<file path="src/timer_pair_pkg.sv">
// Purpose: constants and types for the dual 8-bit timer pair
// Assumes: apb slave, 32-bit data, one word per register
// Notes:   prescaler taps arrive as one-cycle enable pulses
package timer_pair_pkg;
    localparam logic [11:0] run_off     = 12'h000;
    localparam logic [11:0] mode_off    = 12'h004;
    localparam logic [11:0] ffctl_off   = 12'h008;
    localparam logic [11:0] lcmp_off    = 12'h00c;
    localparam logic [11:0] ucmp_off    = 12'h010;
    localparam logic [11:0] status_off  = 12'h014;
    localparam logic [11:0] count_off   = 12'h018;

    localparam logic [1:0] mode_dual  = 2'h0;
    localparam logic [1:0] mode_16    = 2'h1;
    localparam logic [1:0] mode_ppg   = 2'h2;
    localparam logic [1:0] mode_pwm   = 2'h3;

    localparam logic [1:0] ffc_invert = 2'h0;
    localparam logic [1:0] ffc_set    = 2'h1;
    localparam logic [1:0] ffc_clear  = 2'h2;
    localparam logic [1:0] ffc_keep   = 2'h3;

    localparam logic [1:0] pwm_n6     = 2'h1;
    localparam logic [1:0] pwm_n7     = 2'h2;
    localparam logic [7:0] top_n6     = 8'h3f;
    localparam logic [7:0] top_n7     = 8'h7f;
    localparam logic [7:0] top_n8     = 8'hff;

    localparam logic [1:0] ffc_reset  = 2'h3;
    localparam logic [7:0] zero8      = 8'h00;
    localparam logic [7:0] one8       = 8'h01;

    // run: [0] lower run, [1] upper run
    // mode: [1:0] lower clk, [3:2] upper clk, [5:4] pwm cycle, [7:6] mode
    // ffctl: [0] source select, [1] invert en, [3:2] ff control, [4] dbuf
    typedef struct packed {
        logic [1:0] pair_mode;
        logic [1:0] pwm_cycle;
        logic [1:0] upper_clk;
        logic [1:0] lower_clk;
    } mode_t;

    typedef struct packed {
        logic       dbuf_en;
        logic [1:0] ff_ctl;
        logic       inv_en;
        logic       src_sel;
    } ffcfg_t;

    typedef struct packed {
        logic tap_1;
        logic tap_4;
        logic tap_16;
        logic tap_256;
    } taps_t;
endpackage

</file>
<file path="src/timer_pair.sv">
// Purpose: dual 8-bit timer pair with 16-bit, pulse and pwm modes
// Assumes: apb slave on pclk; taps are enables, external clock is sampled on pclk and counts on its rising edge
// Notes:   register writes are single-cycle, pready always high
//
// Notes on behaviour
// RULE1: in dual mode each 8-bit timer runs independently as interval timer
// RULE2: software stops a timer before changing mode, clock or compare
// RULE3: clearing a run bit stops that timer and zeroes its counter
// RULE4: lower clock is pin or taps 1,4,16; upper is match or 1,16,256
// RULE5: with inversion enabled the flip-flop toggles each period onto pin
// RULE6: in dual mode upper may count on each lower compare match
// RULE7: mode field 01 cascades both timers into one 16-bit timer
// RULE8: in 16-bit mode upper clocks from lower match, ignoring select
// RULE9: 16-bit: low compare write disables compare, high write enables
// RULE10: 16-bit: lower match does not clear counter nor raise interrupt
// RULE11: 16-bit: joint match clears both, raises upper irq, may toggle
// RULE12: pulse mode lower timer drives programmable wave, upper unused
// RULE13: pulse mode inverts output when lower counter hits either compare
// RULE14: pulse mode software keeps lower compare below upper compare
// RULE15: pulse mode software still sets upper run bit
// RULE16: pulse mode double buffer loads lower compare on upper match
// RULE17: pwm only on lower timer, 8-bit, upper remains an 8-bit timer
// RULE18: pwm inverts on compare match or 2^n overflow, clears on overflow
// RULE19: pwm software sets lower compare nonzero and below 2^n
// RULE20: pwm double buffer loads lower compare on each overflow
// RULE21: dual mode each timer clears on match and raises its interrupt
// RULE22: mode field 00 dual, 01 16-bit, 10 pulse, 11 pwm
// RULE23: pwm cycle field 01,10,11 selects 2^6, 2^7, 2^8
// RULE24: dual mode source select 0 lower, 1 upper toggles flip-flop
// RULE25: ff control write 00 inverts, 01 sets, 10 clears, 11 holds
`timescale 1ns/1ps
`default_nettype none
module timer_pair (
    input  wire logic                 pclk,
    input  wire logic                 presetn,
    input  wire logic                 psel,
    input  wire logic                 penable,
    input  wire logic                 pwrite,
    input  wire logic [11:0]          paddr,
    input  wire logic [31:0]          pwdata,
    output logic      [31:0]          prdata,
    output logic                      pready,
    output logic                      pslverr,
    input  wire timer_pair_pkg::taps_t taps,
    input  wire logic                 external_clock_pin,
    output logic                      timer_output_pin,
    output logic                      lower_timer_irq,
    output logic                      upper_timer_irq
);
    logic                   lrun_ff, urun_ff, nxt_lrun, nxt_urun;
    timer_pair_pkg::mode_t  mode_ff, nxt_mode;
    timer_pair_pkg::ffcfg_t ffcfg_ff, nxt_ffcfg;
    logic [7:0]             lcmp_ff, nxt_lcmp, lbuf_ff, nxt_lbuf;
    logic [7:0]             ucmp_ff, nxt_ucmp;
    logic [7:0]             lcnt_ff, nxt_lcnt, ucnt_ff, nxt_ucnt;
    logic                   cmp_en_ff, nxt_cmp_en;
    logic                   ff_ff, nxt_ff;
    logic                   lirq_ff, nxt_lirq, uirq_ff, nxt_uirq;
    logic [31:0]            rdata_ff, nxt_rdata;
    logic                   ext_prev_ff, nxt_ext_prev;

    logic       wr, rd, lclk, uclk, lmatch, umatch, ovf, toggle;
    logic       lsel_match, pulse_hit;
    logic [7:0] pwm_top;

    function automatic logic lower_tick(input logic [1:0] sel,
                                        input logic ext_rise,
                                        input timer_pair_pkg::taps_t t);
        case (sel)
            2'h0:    lower_tick = ext_rise;
            2'h1:    lower_tick = t.tap_1;
            2'h2:    lower_tick = t.tap_4;
            default: lower_tick = t.tap_16;
        endcase
    endfunction

    // match on the tick that would reach the compare value: a compare of
    // n gives n ticks per period, and 0 gives a full 256
    function automatic logic next_hits(input logic [7:0] cnt,
                                       input logic [7:0] cmp);
        next_hits = (cnt + timer_pair_pkg::one8) == cmp;
    endfunction

    assign wr = psel && penable && pwrite;
    // latched in setup so prdata already stands through the access cycle
    assign rd = psel && !penable && !pwrite;

    always_comb begin
        nxt_ext_prev = external_clock_pin;
        // external pin counts on its rising edge
        lclk = lrun_ff && lower_tick(mode_ff.lower_clk,
                   external_clock_pin && !ext_prev_ff, taps); // RULE4
        lmatch = lclk && next_hits(lcnt_ff, lcmp_ff);
        case (mode_ff.pwm_cycle)                                // RULE23
            timer_pair_pkg::pwm_n6: pwm_top = timer_pair_pkg::top_n6;
            timer_pair_pkg::pwm_n7: pwm_top = timer_pair_pkg::top_n7;
            default:                pwm_top = timer_pair_pkg::top_n8;
        endcase
        ovf = (mode_ff.pair_mode == timer_pair_pkg::mode_pwm) && lclk
              && (lcnt_ff == pwm_top);
        pulse_hit = lclk && next_hits(lcnt_ff, ucmp_ff);
        // upper clock source
        if (mode_ff.pair_mode == timer_pair_pkg::mode_16) begin
            uclk = urun_ff && lmatch && cmp_en_ff;                 // RULE8
        end else begin
            case (mode_ff.upper_clk)                                // RULE4
                2'h0:    uclk = urun_ff && lmatch;                  // RULE6
                2'h1:    uclk = urun_ff && taps.tap_1;
                2'h2:    uclk = urun_ff && taps.tap_16;
                default: uclk = urun_ff && taps.tap_256;
            endcase
        end
        umatch = uclk && next_hits(ucnt_ff, ucmp_ff);
        lsel_match = 1'b0;
        toggle = 1'b0;
        nxt_lcnt = lcnt_ff;
        nxt_ucnt = ucnt_ff;
        nxt_lirq = 1'b0;
        nxt_uirq = 1'b0;
        nxt_lcmp = lcmp_ff;
        case (mode_ff.pair_mode)                                    // RULE22
            timer_pair_pkg::mode_dual: begin                        // RULE1
                if (lclk) begin
                    nxt_lcnt = lmatch ? timer_pair_pkg::zero8
                                      : lcnt_ff + timer_pair_pkg::one8;
                end
                if (uclk) begin
                    nxt_ucnt = umatch ? timer_pair_pkg::zero8
                                      : ucnt_ff + timer_pair_pkg::one8;
                end
                nxt_lirq = lmatch;                                  // RULE21
                nxt_uirq = umatch;                                  // RULE21
                lsel_match = ffcfg_ff.src_sel ? umatch : lmatch;    // RULE24
                toggle = lsel_match;                                // RULE5
            end
            timer_pair_pkg::mode_16: begin                          // RULE7
                // lower keeps counting through its match
                if (lclk) begin
                    nxt_lcnt = lcnt_ff + timer_pair_pkg::one8;      // RULE10
                end
                if (uclk) begin
                    nxt_ucnt = ucnt_ff + timer_pair_pkg::one8;
                end
                // upper holds whole lower periods, so it compares as is
                if (cmp_en_ff && lmatch
                    && (ucnt_ff == ucmp_ff)) begin                  // RULE11
                    nxt_lcnt = timer_pair_pkg::zero8;
                    nxt_ucnt = timer_pair_pkg::zero8;
                    nxt_uirq = 1'b1;
                    toggle = 1'b1;
                end
            end
            timer_pair_pkg::mode_ppg: begin                         // RULE12
                if (lclk) begin
                    nxt_lcnt = pulse_hit ? timer_pair_pkg::zero8
                                         : lcnt_ff + timer_pair_pkg::one8;
                end
                toggle = lmatch || pulse_hit;                       // RULE13
                if (pulse_hit && ffcfg_ff.dbuf_en) begin
                    nxt_lcmp = lbuf_ff;                             // RULE16
                end
            end
            default: begin                                          // RULE17
                if (lclk) begin
                    nxt_lcnt = ovf ? timer_pair_pkg::zero8
                                   : lcnt_ff + timer_pair_pkg::one8; // RULE18
                end
                toggle = lmatch || ovf;                             // RULE18
                if (ovf && ffcfg_ff.dbuf_en) begin
                    nxt_lcmp = lbuf_ff;                             // RULE20
                end
                if (uclk) begin
                    nxt_ucnt = umatch ? timer_pair_pkg::zero8
                                      : ucnt_ff + timer_pair_pkg::one8;
                end
                nxt_uirq = umatch;
            end
        endcase
        if (!lrun_ff) begin
            nxt_lcnt = timer_pair_pkg::zero8;                       // RULE3
        end
        if (!urun_ff) begin
            nxt_ucnt = timer_pair_pkg::zero8;                       // RULE3
        end
    end

    // register writes and flip-flop
    always_comb begin
        nxt_lrun   = lrun_ff;
        nxt_urun   = urun_ff;
        nxt_mode   = mode_ff;
        nxt_ffcfg  = ffcfg_ff;
        nxt_lbuf   = lbuf_ff;
        nxt_ucmp   = ucmp_ff;
        nxt_cmp_en = cmp_en_ff;
        nxt_ff     = (toggle && ffcfg_ff.inv_en) ? !ff_ff : ff_ff;  // RULE5
        nxt_rdata  = rdata_ff;
        if (wr) begin
            case (paddr)
                timer_pair_pkg::run_off: begin
                    nxt_lrun = pwdata[0];
                    nxt_urun = pwdata[1];
                end
                timer_pair_pkg::mode_off: begin
                    nxt_mode = timer_pair_pkg::mode_t'(pwdata[7:0]);
                end
                timer_pair_pkg::ffctl_off: begin
                    nxt_ffcfg = timer_pair_pkg::ffcfg_t'(pwdata[4:0]);
                    case (pwdata[3:2])                              // RULE25
                        timer_pair_pkg::ffc_invert: nxt_ff = !ff_ff;
                        timer_pair_pkg::ffc_set:    nxt_ff = 1'b1;
                        timer_pair_pkg::ffc_clear:  nxt_ff = 1'b0;
                        default:                    nxt_ff = ff_ff;
                    endcase
                end
                timer_pair_pkg::lcmp_off: begin
                    nxt_lbuf = pwdata[7:0];
                    nxt_cmp_en = 1'b0;                              // RULE9
                end
                timer_pair_pkg::ucmp_off: begin
                    nxt_ucmp = pwdata[7:0];
                    nxt_cmp_en = 1'b1;                              // RULE9
                end
                default: begin
                end
            endcase
        end
        if (rd) begin
            case (paddr)
                timer_pair_pkg::run_off:
                    nxt_rdata = {30'h0, urun_ff, lrun_ff};
                timer_pair_pkg::mode_off:
                    nxt_rdata = {24'h0, mode_ff};
                timer_pair_pkg::ffctl_off:
                    nxt_rdata = {27'h0, ffcfg_ff};
                timer_pair_pkg::lcmp_off:
                    nxt_rdata = {24'h0, lcmp_ff};
                timer_pair_pkg::ucmp_off:
                    nxt_rdata = {24'h0, ucmp_ff};
                timer_pair_pkg::status_off:
                    nxt_rdata = {29'h0, cmp_en_ff, 1'b0, ff_ff};
                timer_pair_pkg::count_off:
                    nxt_rdata = {16'h0, ucnt_ff, lcnt_ff};
                default:
                    nxt_rdata = 32'h0;
            endcase
        end
    end

    // without double buffer the compare follows writes directly
    logic [7:0] lcmp_sel;
    always_comb begin
        lcmp_sel = nxt_lcmp;
        if (wr && paddr == timer_pair_pkg::lcmp_off &&
            !(ffcfg_ff.dbuf_en &&
              (mode_ff.pair_mode == timer_pair_pkg::mode_ppg ||
               mode_ff.pair_mode == timer_pair_pkg::mode_pwm))) begin
            lcmp_sel = pwdata[7:0];
        end
    end

    always_ff @(posedge pclk or negedge presetn) begin
        if (!presetn) begin
            lrun_ff     <= 1'b0;
            urun_ff     <= 1'b0;
            mode_ff     <= '0;
            ffcfg_ff    <= {1'b0, timer_pair_pkg::ffc_reset, 2'b00};
            lcmp_ff     <= timer_pair_pkg::zero8;
            lbuf_ff     <= timer_pair_pkg::zero8;
            ucmp_ff     <= timer_pair_pkg::zero8;
            lcnt_ff     <= timer_pair_pkg::zero8;
            ucnt_ff     <= timer_pair_pkg::zero8;
            cmp_en_ff   <= 1'b1;
            ff_ff       <= 1'b0;
            lirq_ff     <= 1'b0;
            uirq_ff     <= 1'b0;
            rdata_ff    <= 32'h0;
            ext_prev_ff <= 1'b0;
        end else begin
            lrun_ff     <= nxt_lrun;
            urun_ff     <= nxt_urun;
            mode_ff     <= nxt_mode;
            ffcfg_ff    <= nxt_ffcfg;
            lcmp_ff     <= lcmp_sel;
            lbuf_ff     <= nxt_lbuf;
            ucmp_ff     <= nxt_ucmp;
            lcnt_ff     <= nxt_lcnt;
            ucnt_ff     <= nxt_ucnt;
            cmp_en_ff   <= nxt_cmp_en;
            ff_ff       <= nxt_ff;
            lirq_ff     <= nxt_lirq;
            uirq_ff     <= nxt_uirq;
            rdata_ff    <= nxt_rdata;
            ext_prev_ff <= nxt_ext_prev;
        end
    end

    assign prdata           = rdata_ff;
    assign pready           = 1'b1;
    assign pslverr          = 1'b0;
    assign timer_output_pin = ff_ff;
    assign lower_timer_irq  = lirq_ff;
    assign upper_timer_irq  = uirq_ff;
endmodule
`default_nettype wire

</file>
<file path="config.mk">
export PLATFORM = sky130hd
export DESIGN_NAME = timer_pair
export DESIGN_NICKNAME = d
export VERILOG_FILES = /design/src/timer_pair_pkg.sv /design/src/timer_pair.sv
export SDC_FILE = /design/constraint.sdc
export NUM_CORES = 1
export LEC_CHECK = 0
export BUFFER_PORTS_ARGS = -buffer_cell sky130_fd_sc_hd__buf_4
export CAP_MARGIN = 30
export CORE_MARGIN = 2
export CORE_UTILIZATION = 25
export DETAILED_ROUTE_END_ITERATION = 8
export RECOVER_POWER = 25
export REMOVE_ABC_BUFFERS = 1
export SETUP_SLACK_MARGIN = 0.3
export SKIP_CTS_REPAIR_TIMING = 1
export SYNTH_ARGS = -nofsm -noshare
export SYNTH_HDL_FRONTEND = slang
export SYNTH_SLANG_ARGS = --single-unit
</file>
<file path="constraint.sdc">
create_clock -name pclk -period 3.61 [get_ports pclk]
set_clock_uncertainty 0.2 [all_clocks]
set_input_delay 0.1805 -clock pclk [delete_from_list [all_inputs] [get_ports pclk]]
set_output_delay 0.1805 -clock pclk [all_outputs]
set_load 0.005 [all_outputs]
</file>
# Word-level counts from Yosys, hierarchy flattened
# Cells that the tools add are included.
op_classes:
  muxes: 35
  n_reduce_logical: 49
  n_addsub: 2
  eq_ne: 32
op_table:
  columns: ["op", "n"]
  rows:
  - ["two-way mux 8 bit", 17]
  - ["case mux 16 bit (7 select lines)", 1]
  - ["case mux 8 bit (2 select lines)", 3]
  - ["== test 8 bit", 5]
  - ["== test 12 x 5 -> 1 bit, second input constant", 3]
  - ["== test 12 x 4 -> 1 bit, second input constant", 2]
  - ["logical AND 1 bit", 24]
  - ["case mux 8 bit (3 select lines)", 1]
  - ["adder 8 x 1 -> 8 bit, second input constant", 2]
  - ["== test 12 x 3 -> 1 bit, second input constant", 1]
  - ["== test 2 bit, second input constant", 6]
  - ["logical NOT 12 bit", 1]
  - ["!= test 3 x 1 -> 1 bit, second input constant", 4]
  - ["case mux 1 bit (3 select lines)", 4]
  - ["AND reduction 2 bit", 6]
  - ["== test 2 x 1 -> 1 bit, second input constant", 5]
  - ["logical NOT 2 bit", 4]
  - ["two-way mux 1 bit", 7]
  - ["!= test 3 bit, second input constant", 2]
  - ["AND reduction 3 bit", 2]
  - ["logical NOT 1 bit", 5]
  - ["!= test 5 x 2 -> 1 bit, second input constant", 1]
  - ["case mux 1 bit (2 select lines)", 2]
  - ["AND reduction 4 bit", 1]
  - ["7 further kinds", 9]
totals:
  input_bits: 54
  ff_bits: 92
  word_cells: 139
  out_inout_bits: 37

# Longest topological paths before layout
# Gate-level depths: netlist of the first run.
logic_depth:
  depth_word: 15
  ltp_mapped: 11
  ltp_nobuf: 9

# Worst setup path after synthesis of the first run
# OpenSTA, ideal clock, no wires.
synth_timing:
  path_kind: "register to register"
  from: "register lcnt_ff[1]"
  to: "register lcnt_ff[6]"
  period_less_slack_ns: 3.038
  stages_incl_launch_ff: 11
  t_arrival_ns: 2.711
  required_ns: 3.284
  setup_ns: 0.126
  setup_slack_ns: 0.572
  path_buffers: 1
  cell_sequence: "dfrtp_1 -> ha_1 -> buf_4 -> nand3_2 -> nor2_4 -> xnor3_1 -> nor4_4 -> nand3_2 -> a2111oi_4 -> nor3_2 -> a221o_1"
synth_between:
  elab_chain_cells: 8
  word_cells_on_any_way: 21
  classes_between: "add/sub: 1; eq/ne: 4; mux: 10; reduce/logical: 6"
synth_rtl:
  columns: ["element", "line_no", "source"]
  rows:
  - ["from (decl)", "timer_pair.sv:55", "logic [7:0] lcnt_ff, nxt_lcnt, ucnt_ff, nxt_ucnt;"]
  - ["from (signal assigned)", "timer_pair.sv:271", "lcnt_ff <= timer_pair_pkg::zero8;"]
  - ["from (signal assigned)", "timer_pair.sv:287", "lcnt_ff <= nxt_lcnt;"]
  - ["adder 8 x 1 -> 8 bit", null, null]
  - ["== test 8 bit", "timer_pair.sv:81", "next_hits = (cnt + timer_pair_pkg::one8) == cmp;"]
  - ["logical AND 1 bit", "timer_pair.sv:93", "lmatch = lclk && next_hits(lcnt_ff, lcmp_ff);"]
  - ["logical AND 1 bit", "timer_pair.sv:145", "if (cmp_en_ff && lmatch"]
  - ["logical AND 1 bit", "timer_pair.sv:146", "&& (ucnt_ff == ucmp_ff)) begin"]
  - ["two-way mux 8 bit", "timer_pair.sv:145", null]
  - ["case mux 8 bit (3 select lines)", "timer_pair.sv:121", "case (mode_ff.pair_mode)"]
  - ["two-way mux 8 bit", "timer_pair.sv:179", "if (!lrun_ff) begin"]
# Parallel ways exist; a longest one is shown, timed or not. The select of a mux whose other input is x is not followed.
# A chain may end at the register's enable or synchronous reset.

# Worst setup path in the final report of the first run
layout_timing:
  from: "register ucnt_ff[1]"
  to: "register ucnt_ff[7]"
layout_between:
  elab_chain_cells: 7
  word_cells_on_any_way: 13
  classes_between: "add/sub: 1; eq/ne: 3; mux: 6; reduce/logical: 3"
layout_rtl:
  columns: ["element", "line_no", "source"]
  rows:
  - ["from (decl)", "timer_pair.sv:55", null]
  - ["from (signal assigned)", "timer_pair.sv:272", "ucnt_ff <= timer_pair_pkg::zero8;"]
  - ["from (signal assigned)", "timer_pair.sv:288", "ucnt_ff <= nxt_ucnt;"]
  - ["adder 8 x 1 -> 8 bit", null, null]
  - ["== test 8 bit", "timer_pair.sv:81", null]
  - ["logical AND 1 bit", "timer_pair.sv:113", "umatch = uclk && next_hits(ucnt_ff, ucmp_ff);"]
  - ["two-way mux 8 bit", "timer_pair.sv:128, timer_pair.sv:173", null]
  - ["two-way mux 8 bit", "timer_pair.sv:127, timer_pair.sv:172", null]
  - ["case mux 8 bit (2 select lines)", "timer_pair.sv:121", null]
  - ["two-way mux 8 bit", "timer_pair.sv:182", "if (!urun_ff) begin"]
# Parallel ways exist; a longest one is shown, timed or not. The select of a mux whose other input is x is not followed.

==> flow_summary.toml, run 1 <==
[synthesis]
yosysTopAreaCell = "dfrtp_1"
synth-edff-count = 0
ys.warnings.count = 0
synth_top_area_share_pct = 38.1
netlist_area_sq_mm = 0.00480
synth-seq-cells = 76
avgSynthCellArea_sq_um = 9.44
netlist-cell-type-count = 65
synth-async-reset-ratio_pct = 100
syn_inst = 508
ys_seq_area_share_pct = 39.7
synthFlopType = "dfrtp_1"
ys_top_cells_by_area = "dfrtp_1 (38%), mux2_2 (5.4%), o21ai_0 (4.8%)"

[placed_design]
placedCellCount = 775
hpwlAfterDp_mm = 9.73
place_ws_ns = 0.264
routabilityCongestion = 0.886
port_buffers = 48

[final_layout]
nNetsFinal = 630
layout_commonest_cell = "dfrtp_1"
final_layout_size_suffix_gt1_share_pct = 22.9
final_cell_mix = "dfrtp_1 (70), buf_4 (62), nand2_1 (56), o21ai_0 (45), inv_1 (25)"
finalNonFillerCells = 802
antenna_cells_inserted = 0
area_growth_pct = 21.1
fillers = 1981

[global_route]
globalRouteTotalUtil_pct = 13.2
antenna_found_initial = 0
grt_pass1_wl_mm = 20.5
grt_pass1_vias = 3699
grt-ovfl-total = 0
grt_max_degree = 53

[pwr]
p_leak_uw = 0.00257
total_power_uw = 2150
power_density_mw_per_mm2 = 371
ir_worst_vdd_v = 0.000253

[floorplanning]
start_util_pct = 25.6
rows = 50
ioPinCount = 91
die_x_microns = 143
die-area_sq_mm = 0.0203
die_h_microns = 143
coreArea_sq_mm = 0.0188

[critical_path]
worstPathArrival_ns = 3.18
r2r_slack_ns = 0.46
crit_path_frequent_cell = "a2111o_1"
path_cells = "ha_2, nand3_1, or3_1, a2111o_1, a2111o_1, o21ai_2, a211o_2, o21ai_0, a21o_1"
path_max_fanout = 7
max_stage_delay_ns = 0.42
worstSetupStartpointType = "register"
end_kind = "register"
cp.required_ns = 3.65
worst_path_max_delay_cell = "dfrtp_2"
crit_type = "register to register"

[timing]
fin_ws_ns = 0.463
rsz0062_at_grt = "false"
hold_violations = 0
relSlewSlack_pct = 9.19
fmax_mhz = 318
period_share_pct = 87.2
hold-worst-slack_ns = 0.0664
worst-slew-pin-transition_ns = 1.36
slew_violations = 0
period_minus_slack_ns = 3.15
fin_tns_setup_ns = 0
finalSetupViolCount = 0

[detailed_routing]
avgRoutedWirePerCell_microns = 16.6
routed_wl_mm = 13.3
drc_errors = 0
vias = 3964
firstDrtPassIters = 5
antenna_left = 0
vias_per_cell = 4.94
drt_iter0_drc = 324

[min_path]
min_path_type = "primary input to register"

[status]
status = "completed"

[cts]
cts_tree = "done"
numCtsBuffers = 9
root_buffer = "clkbuf_16"
clk_path_buf_depth = 2
clock_latency_ns = 0.35
ctsHtreeMaxLevel = 3
cts.sinks = 76
clkTransAtPathRegs_ns = 0.06

[job]
cap_violations = 0
==> layer usage <==
layer / global-route usage [%] / share of wire (%) / up-vias
met1: 18.4 / 46 / 1927
met3: 2.76 / 5.6 / 21
met5: 0 / 0 / -
met2: 19.7 / 46 / 116
met4: 5.73 / 2.7 / 0
li1: - / - / 1900
==> sequential cells by signal, indices dropped and copies added, names as in the netlist, 5 cells and up <==
| name | count |
|---|---|
| ffcfg_ff | 5 |
| lbuf_ff | 8 |
| lcmp_ff | 8 |
| lcnt_ff | 8 |
| mode_ff | 8 |
| prdata | 16 |
| ucmp_ff | 8 |
| ucnt_ff | 8 |
==> critical path, delay by kind of cell, from the launching register on <==
kind,cells,cell delay (ns)
adder cells (fa/ha/maj),1,0.25
AO/OA/AOI/OAI,6,1.57
flip-flops,1,0.42
AND/OR/NAND/NOR,2,0.59
==> worst paths after layout <==
| path | from | to | cells past startpoint |
|---|---|---|---|
| setup / recovery | ucnt_ff[1] | ucnt_ff[7] | 9 |
| hold / removal | paddr[4] | lrun_ff | 3 |
| setup reg to reg | ucnt_ff[1] | ucnt_ff[7] | 9 |
| hold reg to reg | prdata[10] | prdata[10] | 2 |
| max in group asynchronous | presetn | lcnt_ff[2] | 3 |
| min in group asynchronous | presetn | lbuf_ff[6] | 2 |
==> cells by family (layout without fill, tap and decap cells) <==
| group | after synthesis | after routing | synth area share (%) |
|---|---|---|---|
| multiplexers | 33 | 33 | 8.01 |
| adder cells (fa/ha/maj) | 14 | 14 | 3.60 |
| XOR/XNOR | 34 | 34 | 6.78 |
| buffers and inverters | 73 | 116 | 7.49 |
| other | 2 | 18 | 0.157 |
| AND/OR/NAND/NOR | 162 | 162 | 17.7 |
| flip-flops | 76 | 76 | 39.7 |
| AO/OA/AOI/OAI | 114 | 115 | 16.6 |
==> synth_stat cells, types with 5 or more instances <==
library cell	n
a21oi_1	10
a221oi_1	5
a22oi_1	7
buf_2	8
buf_4	20
clkbuf_1	19
dfrtp_1	73
ha_1	13
inv_1	25
mux2_2	23
mux2i_1	8
nand2_1	56
nand3_1	13
nand3b_1	6
nand4_1	6
nor2_1	23
nor2b_1	7
nor3_1	11
nor3b_1	6
nor4_1	10
o21ai_0	46
o221a_2	5
or3_1	5
xnor2_1	22
xor2_1	10
==> cell type report <==
type                            count  area (sq um)  area share (%)
Inverter                           25          93.8            1.62
Multi-Input combinational cell    376          2630            45.2
Sequential cell                    76          1910            32.9
Tap cell                          234           293            5.04
Clock buffer                       10           239            4.11
Clock inverter                      6          63.8            1.10
Timing Repair Buffer               75           582            10.0
==> per-stage QoR <==
stage	cell area [sq um]	util, %
final	5810	30.9
after CTS	5700	30.3
after global placement	5370	28.6
after global routing	5810	30.9
after detailed placement	5390	28.7
after floorplan	4590	-
==> where the power goes <==
part	switching (uW)	internal (uW)	total, uW
Combinational	171	141	311
Clock	358	552	910
Sequential	57.6	874	932
Power figures use the tool's default switching activity.
==> run 2, diff against run 1 <==
MAX_ROUTING_LAYER = met4   (was default)
RECOVER_POWER = default   (was 25)
clock period = 3.2 ns   (was 3.61 ns; I/O delays follow)
==> run 2 against run 1 <==
Flip-flop and latch count is the same. Cell count rose by 3.7%. Via count grew 3.2%.
==> flow_summary.toml, run 2 (synthesis results as in run 1) <==
[floorplanning]
die_h_microns = 143
ioPinCount = 91
rows = 50
start_util_pct = 25.6
die-area_sq_mm = 0.0203
die_x_microns = 143
coreArea_sq_mm = 0.0188

[pwr]
power_frac_seq_pct = 40.1
power_density_mw_per_mm2 = 418
ir_worst_vdd_v = 0.000446
power_frac_comb_pct = 17.6
p_switching_uw = 695
p_leak_uw = 0.00278
p_int_uw = 1910
p_clk_share_pct = 42.3
swShare_pct = 26.7

[timing]
period_share_pct = 92.3
fmax_mhz = 338
worst-slew-pin-transition_ns = 0.639
hold_violations = 0
rsz0062_at_grt = "true"
finalSetupViolCount = 0
period_minus_slack_ns = 2.95
fin_tns_setup_ns = 0
relSlewSlack_pct = 57.3
slew_violations = 0
hold-worst-slack_ns = 0.0678

[critical_path]
path_cells = "xnor2_1, nor4_2, a31oi_4, nor4_4, buf_4, a41oi_2, a211o_1, buf_6, clkbuf_16, nor4_4, a21o_1"
end_kind = "register"
crit_path_frequent_cell = "nor4_4"
path_max_fanout = 7
max_stage_delay_ns = 0.48
worstSetupStartpointType = "register"
worst-path-stages = 11
path_delay_family = "simple AND/OR/NAND/NOR gates"
worstPathArrival_ns = 3.03
cp_num_buf_inv = 3
r2r-start = "lcnt_ff[7]"
worst_path_max_delay_cell = "dfrtp_1"
worstSetupStartpoint = "lcnt_ff[7]"
ff2ff_path_depth = 11
cp.required_ns = 3.28
crit_type = "register to register"

[detailed_routing]
drt_iter0_drc = 305
vias = 4091
antenna_left = 0
drc_errors = 0
routed_wl_mm = 13.6
avgRoutedWirePerCell_microns = 16.3
vias_per_cell = 4.92
firstDrtPassIters = 5

[placed_design]
hpwlAfterDp_mm = 9.97
port_buffers = 48
routabilityCongestion = 0.906

[cts]
clkTransAtPathRegs_ns = 0.06
clk_path_buf_depth = 2
ctsHtreeMaxLevel = 3
cts_tree = "done"
cts.sinks = 76
numCtsBuffers = 9
clock_latency_ns = 0.34
root_buffer = "clkbuf_16"

[global_route]
grt-ovfl-total = 0
antenna_found_initial = 0
grt_pass1_vias = 3743
grt_pass1_wl_mm = 20.6
globalRouteTotalUtil_pct = 13.6
grt_max_degree = 41

[final_layout]
antenna_cells_inserted = 0
final_cell_mix = "buf_4 (89), dfrtp_1 (66), nand2_1 (56), o21ai_0 (41), inv_1 (25)"
layout_commonest_cell = "buf_4"
nNetsFinal = 660
area_growth_pct = 29.7
largest_reg_flops = 16
final_layout_size_suffix_gt1_share_pct = 29.6

[status]
status = "completed"

[min_path]
hold_start = "paddr[4]"
min_path_type = "primary input to register"
hold_depth = 3

[job]
cap_violations = 0
-- run 2: cell types whose count changed in the layout (fill, tap and decap cells not counted), moves of 4 or more --
cell | before | now
buf_4 | 62 | 89
dfrtp_2 | 3 | 7
buf_6 | 0 | 4
dfrtp_1 | 70 | 66
o21ai_0 | 45 | 41
o21ai_1 | 1 | 5
-- run 2: worst register-to-register path, cell delays in order, from the launching register on --
cell	delay, ns
dfrtp_1	0.48
xnor2_1	0.26
nor4_2	0.44
a31oi_4	0.07
nor4_4	0.16
buf_4	0.18
a41oi_2	0.16
a211o_1	0.30
buf_6	0.14
clkbuf_16	0.15
nor4_4	0.25
a21o_1	0.10
-- run 2: final timing paths --
check	endpoint	slack (ns)
setup / recovery	ucnt_ff[5]	0.25
hold / removal	lrun_ff	0.07
setup reg to reg	ucnt_ff[5]	0.25
hold reg to reg	prdata[8]	0.28
max in group asynchronous	cmp_en_ff	2.05
min in group asynchronous	lbuf_ff[5]	0.12
-- run 2: metal layers --
metal	part of all wire, %	vias up	wire length (microns)	track usage, %
met1	47	1989	6360	18.4
met2	46	121	6270	19.7
met4	2.5	0	335	6.36
met3	4.6	22	622	2.52
met5	0	-	0	-
li1	-	1959	-	-
-- run 2: power groups by stage --
stage                     combinational (uW)  sequential [uW]  clock, uW
after floorplan                          200             1060          0
after global placement                   371             1050          0
after detailed placement                 378             1050          0
after CTS                                380             1040       1120
after global routing                     496             1050       1170
final                                    458             1040       1100
-- run 2: through the flow --
step / util, % / instances / power [uW] / worst slack [ns] / cell area, sq um
6_report: 33.1 / 832 / 2600 / 0.246 / 6220
5_1_grt: 33.1 / 832 / 2710 / 0.158 / 6220
4_1_cts: 31.0 / 804 / 2540 / 0.179 / 5810
3_5_place_dp: 29.3 / 788 / 1430 / 0.180 / 5500
3_3_place_gp: 29.2 / 787 / 1420 / 0.213 / 5480
2_1_floorplan: - / 476 / 1260 / 0.0266 / 4590
-- run 2: layout make-up --
cell class | instances | area [sq um]
clock buffer | 11 | 243
clock inverter | 5 | 75.1
fill | 1903 | 12500
inverter | 25 | 93.8
multi-input combinational | 375 | 2720
sequential | 76 | 1910
tap | 234 | 293
timing repair buffer | 106 | 878
==> run 3, diff against run 2 <==
clock period = 3.4 ns   (was 3.2 ns; I/O delays follow)
==> run 3 against run 2 <==
Fmax rose by 0.65%. Critical path type unchanged. Critical path depth fell by 1. Wire length fell by 5.3%. Clock power fell by 22%. First-iteration DRC count fell by 2.3%. Via count fell by 4.3%. The run now ends with hold timing left.
==> flow_summary.toml, run 3 (synthesis results as in run 1) <==
[global_route]
grt_pass1_wl_mm = 20.6
grt_max_degree = 69
grtUsageMet3_pct = 3.30
antenna_found_initial = 0
met1_usage_pct = 17.9
grt_pass1_vias = 3748
grt-ovfl-total = 0
busiest_layer = "met2"
globalRouteTotalUtil_pct = 13.4
gr-usage-met2_pct = 20.6

[floorplanning]
die_h_microns = 143
coreArea_sq_mm = 0.0188
ioPinCount = 91
rows = 50
start_util_pct = 25.6
die_x_microns = 143
die-area_sq_mm = 0.0203

[timing]
fmax_mhz = 341
fin_tns_setup_ns = 0
period_minus_slack_ns = 2.94
slew_violations = 0
hold_violations = 7
rsz0062_at_grt = "false"
relSlewSlack_pct = 58.1
period_share_pct = 86.3
finalSetupViolCount = 0
worst-slew-pin-transition_ns = 0.626
hold-worst-slack_ns = -0.00809

[final_layout]
final_layout_size_suffix_gt1_share_pct = 22.7
largest_reg_flops = 16
final_cell_mix = "buf_4 (73), dfrtp_1 (71), nand2_1 (56), o21ai_0 (45), inv_1 (25)"
finalNonFillerCells = 810
nNetsFinal = 638
area_growth_pct = 21.4
antenna_cells_inserted = 0
fillers = 1968
layout_commonest_cell = "buf_4"

[critical_path]
end_kind = "register"
worstPathArrival_ns = 2.93
path_max_fanout = 14
cp.required_ns = 3.39
worstSetupStartpointType = "register"
crit_type = "register to register"

[status]
status = "finished, violations left"
violations = "hold timing"

[placed_design]
port_buffers = 48
hpwlAfterDp_mm = 9.69
placedCellCount = 782
routabilityCongestion = 0.941

[cts]
clk_path_buf_depth = 2
clock_latency_ns = 0.34
cts_tree = "done"
ctsHtreeMaxLevel = 3
numCtsBuffers = 9
root_buffer = "clkbuf_16"
cts.sinks = 76
clkTransAtPathRegs_ns = 0.06

[pwr]
power_frac_seq_pct = 44.5
p_switching_uw = 607
p_int_uw = 1590
p_leak_uw = 0.00261
ir_worst_vdd_v = 0.000270
power_frac_comb_pct = 16.8
p_clk_share_pct = 38.8
power_density_mw_per_mm2 = 378
swShare_pct = 27.6

[detailed_routing]
antenna_left = 0
avgRoutedWirePerCell_microns = 15.9
routed_wl_mm = 12.9
drt_iter0_drc = 298
vias = 3917
vias_per_cell = 4.84
firstDrtPassIters = 5
drc_errors = 0

[min_path]
min_path_type = "primary input to async pin"

[job]
cap_violations = 0
run 3: cell count changes in the layout (fill, tap and decap cells not counted), moves of 3 or more:
| cell | delta |
|---|---|
| buf_4 | -16 |
| dfrtp_1 | +5 |
| nor4_1 | +3 |
| o21ai_0 | +4 |
| dfrtp_2 | -5 |
| clkbuf_1 | +3 |
| buf_6 | -4 |
| o21ai_1 | -3 |
run 3: layout make-up:
type	instances	area, sq um	area share, %
timing repair buffer	84	676	11.6
inverter	25	93.8	1.61
sequential	76	1910	32.8
clock inverter	3	17.5	0.301
tap	234	293	5.03
multi-input combinational	375	2600	44.6
clock buffer	13	240	4.12
run 3: critical path, cell delays in order, from the launching register on:
cell	delay (ns)
dfrtp_1	0.55
nand4_1	0.17
or2_1	0.31
nor3_1	0.19
a21oi_1	0.09
o41ai_1	0.55
buf_4	0.22
nand3_1	0.08
buf_4	0.20
mux2i_1	0.15
a21oi_1	0.08
run 3: per-stage QoR:
| step | instance area [sq um] | util (%) | hold slack (ns) | power, uW | setup WS, ns |
|---|---|---|---|---|---|
| finish | 5820 | 31.0 | -0.00809 | 2200 | 0.465 |
| global route | 5820 | 31.0 | 0.0150 | 2310 | 0.312 |
| CTS | 5700 | 30.4 | -0.553 | 2210 | 0.288 |
| detailed placement | 5450 | 29.0 | -0.180 | 1350 | 0.317 |
| global placement | 5420 | 28.9 | 0.0877 | 1340 | 0.337 |
| floorplan | 4590 | - | -0.326 | 1180 | 0.227 |
run 3: layer usage:
layer	wire, microns	share of wire (%)
met5	0	0
met4	161	1.3
met3	508	3.9
met2	5990	47
met1	6200	48
run 3: final timing paths:
check / start / end / slack (ns) / depth (start not counted)
worst max-delay path: lcnt_ff[6] / lcmp_ff[3] / 0.46 / 10
worst min-delay path: presetn / lbuf_ff[5] / -0.008 / 2
worst max register to register: lcnt_ff[6] / lcmp_ff[3] / 0.46 / 10
worst min register to register: prdata[12] / prdata[12] / 0.28 / 2
max in group asynchronous: presetn / ffcfg_ff[2] / 2.42 / 3
min in group pclk: paddr[4] / lrun_ff / 0.07 / 4
run 3: power by group through the flow:
stage                     Clock (uW)  Sequential, uW  Combinational, uW
after detailed placement           0             990                357
after global placement             0             993                349
after global routing             918             983                412
final                            853             978                369
after floorplan                    0             996                188
after CTS                        874             975                358
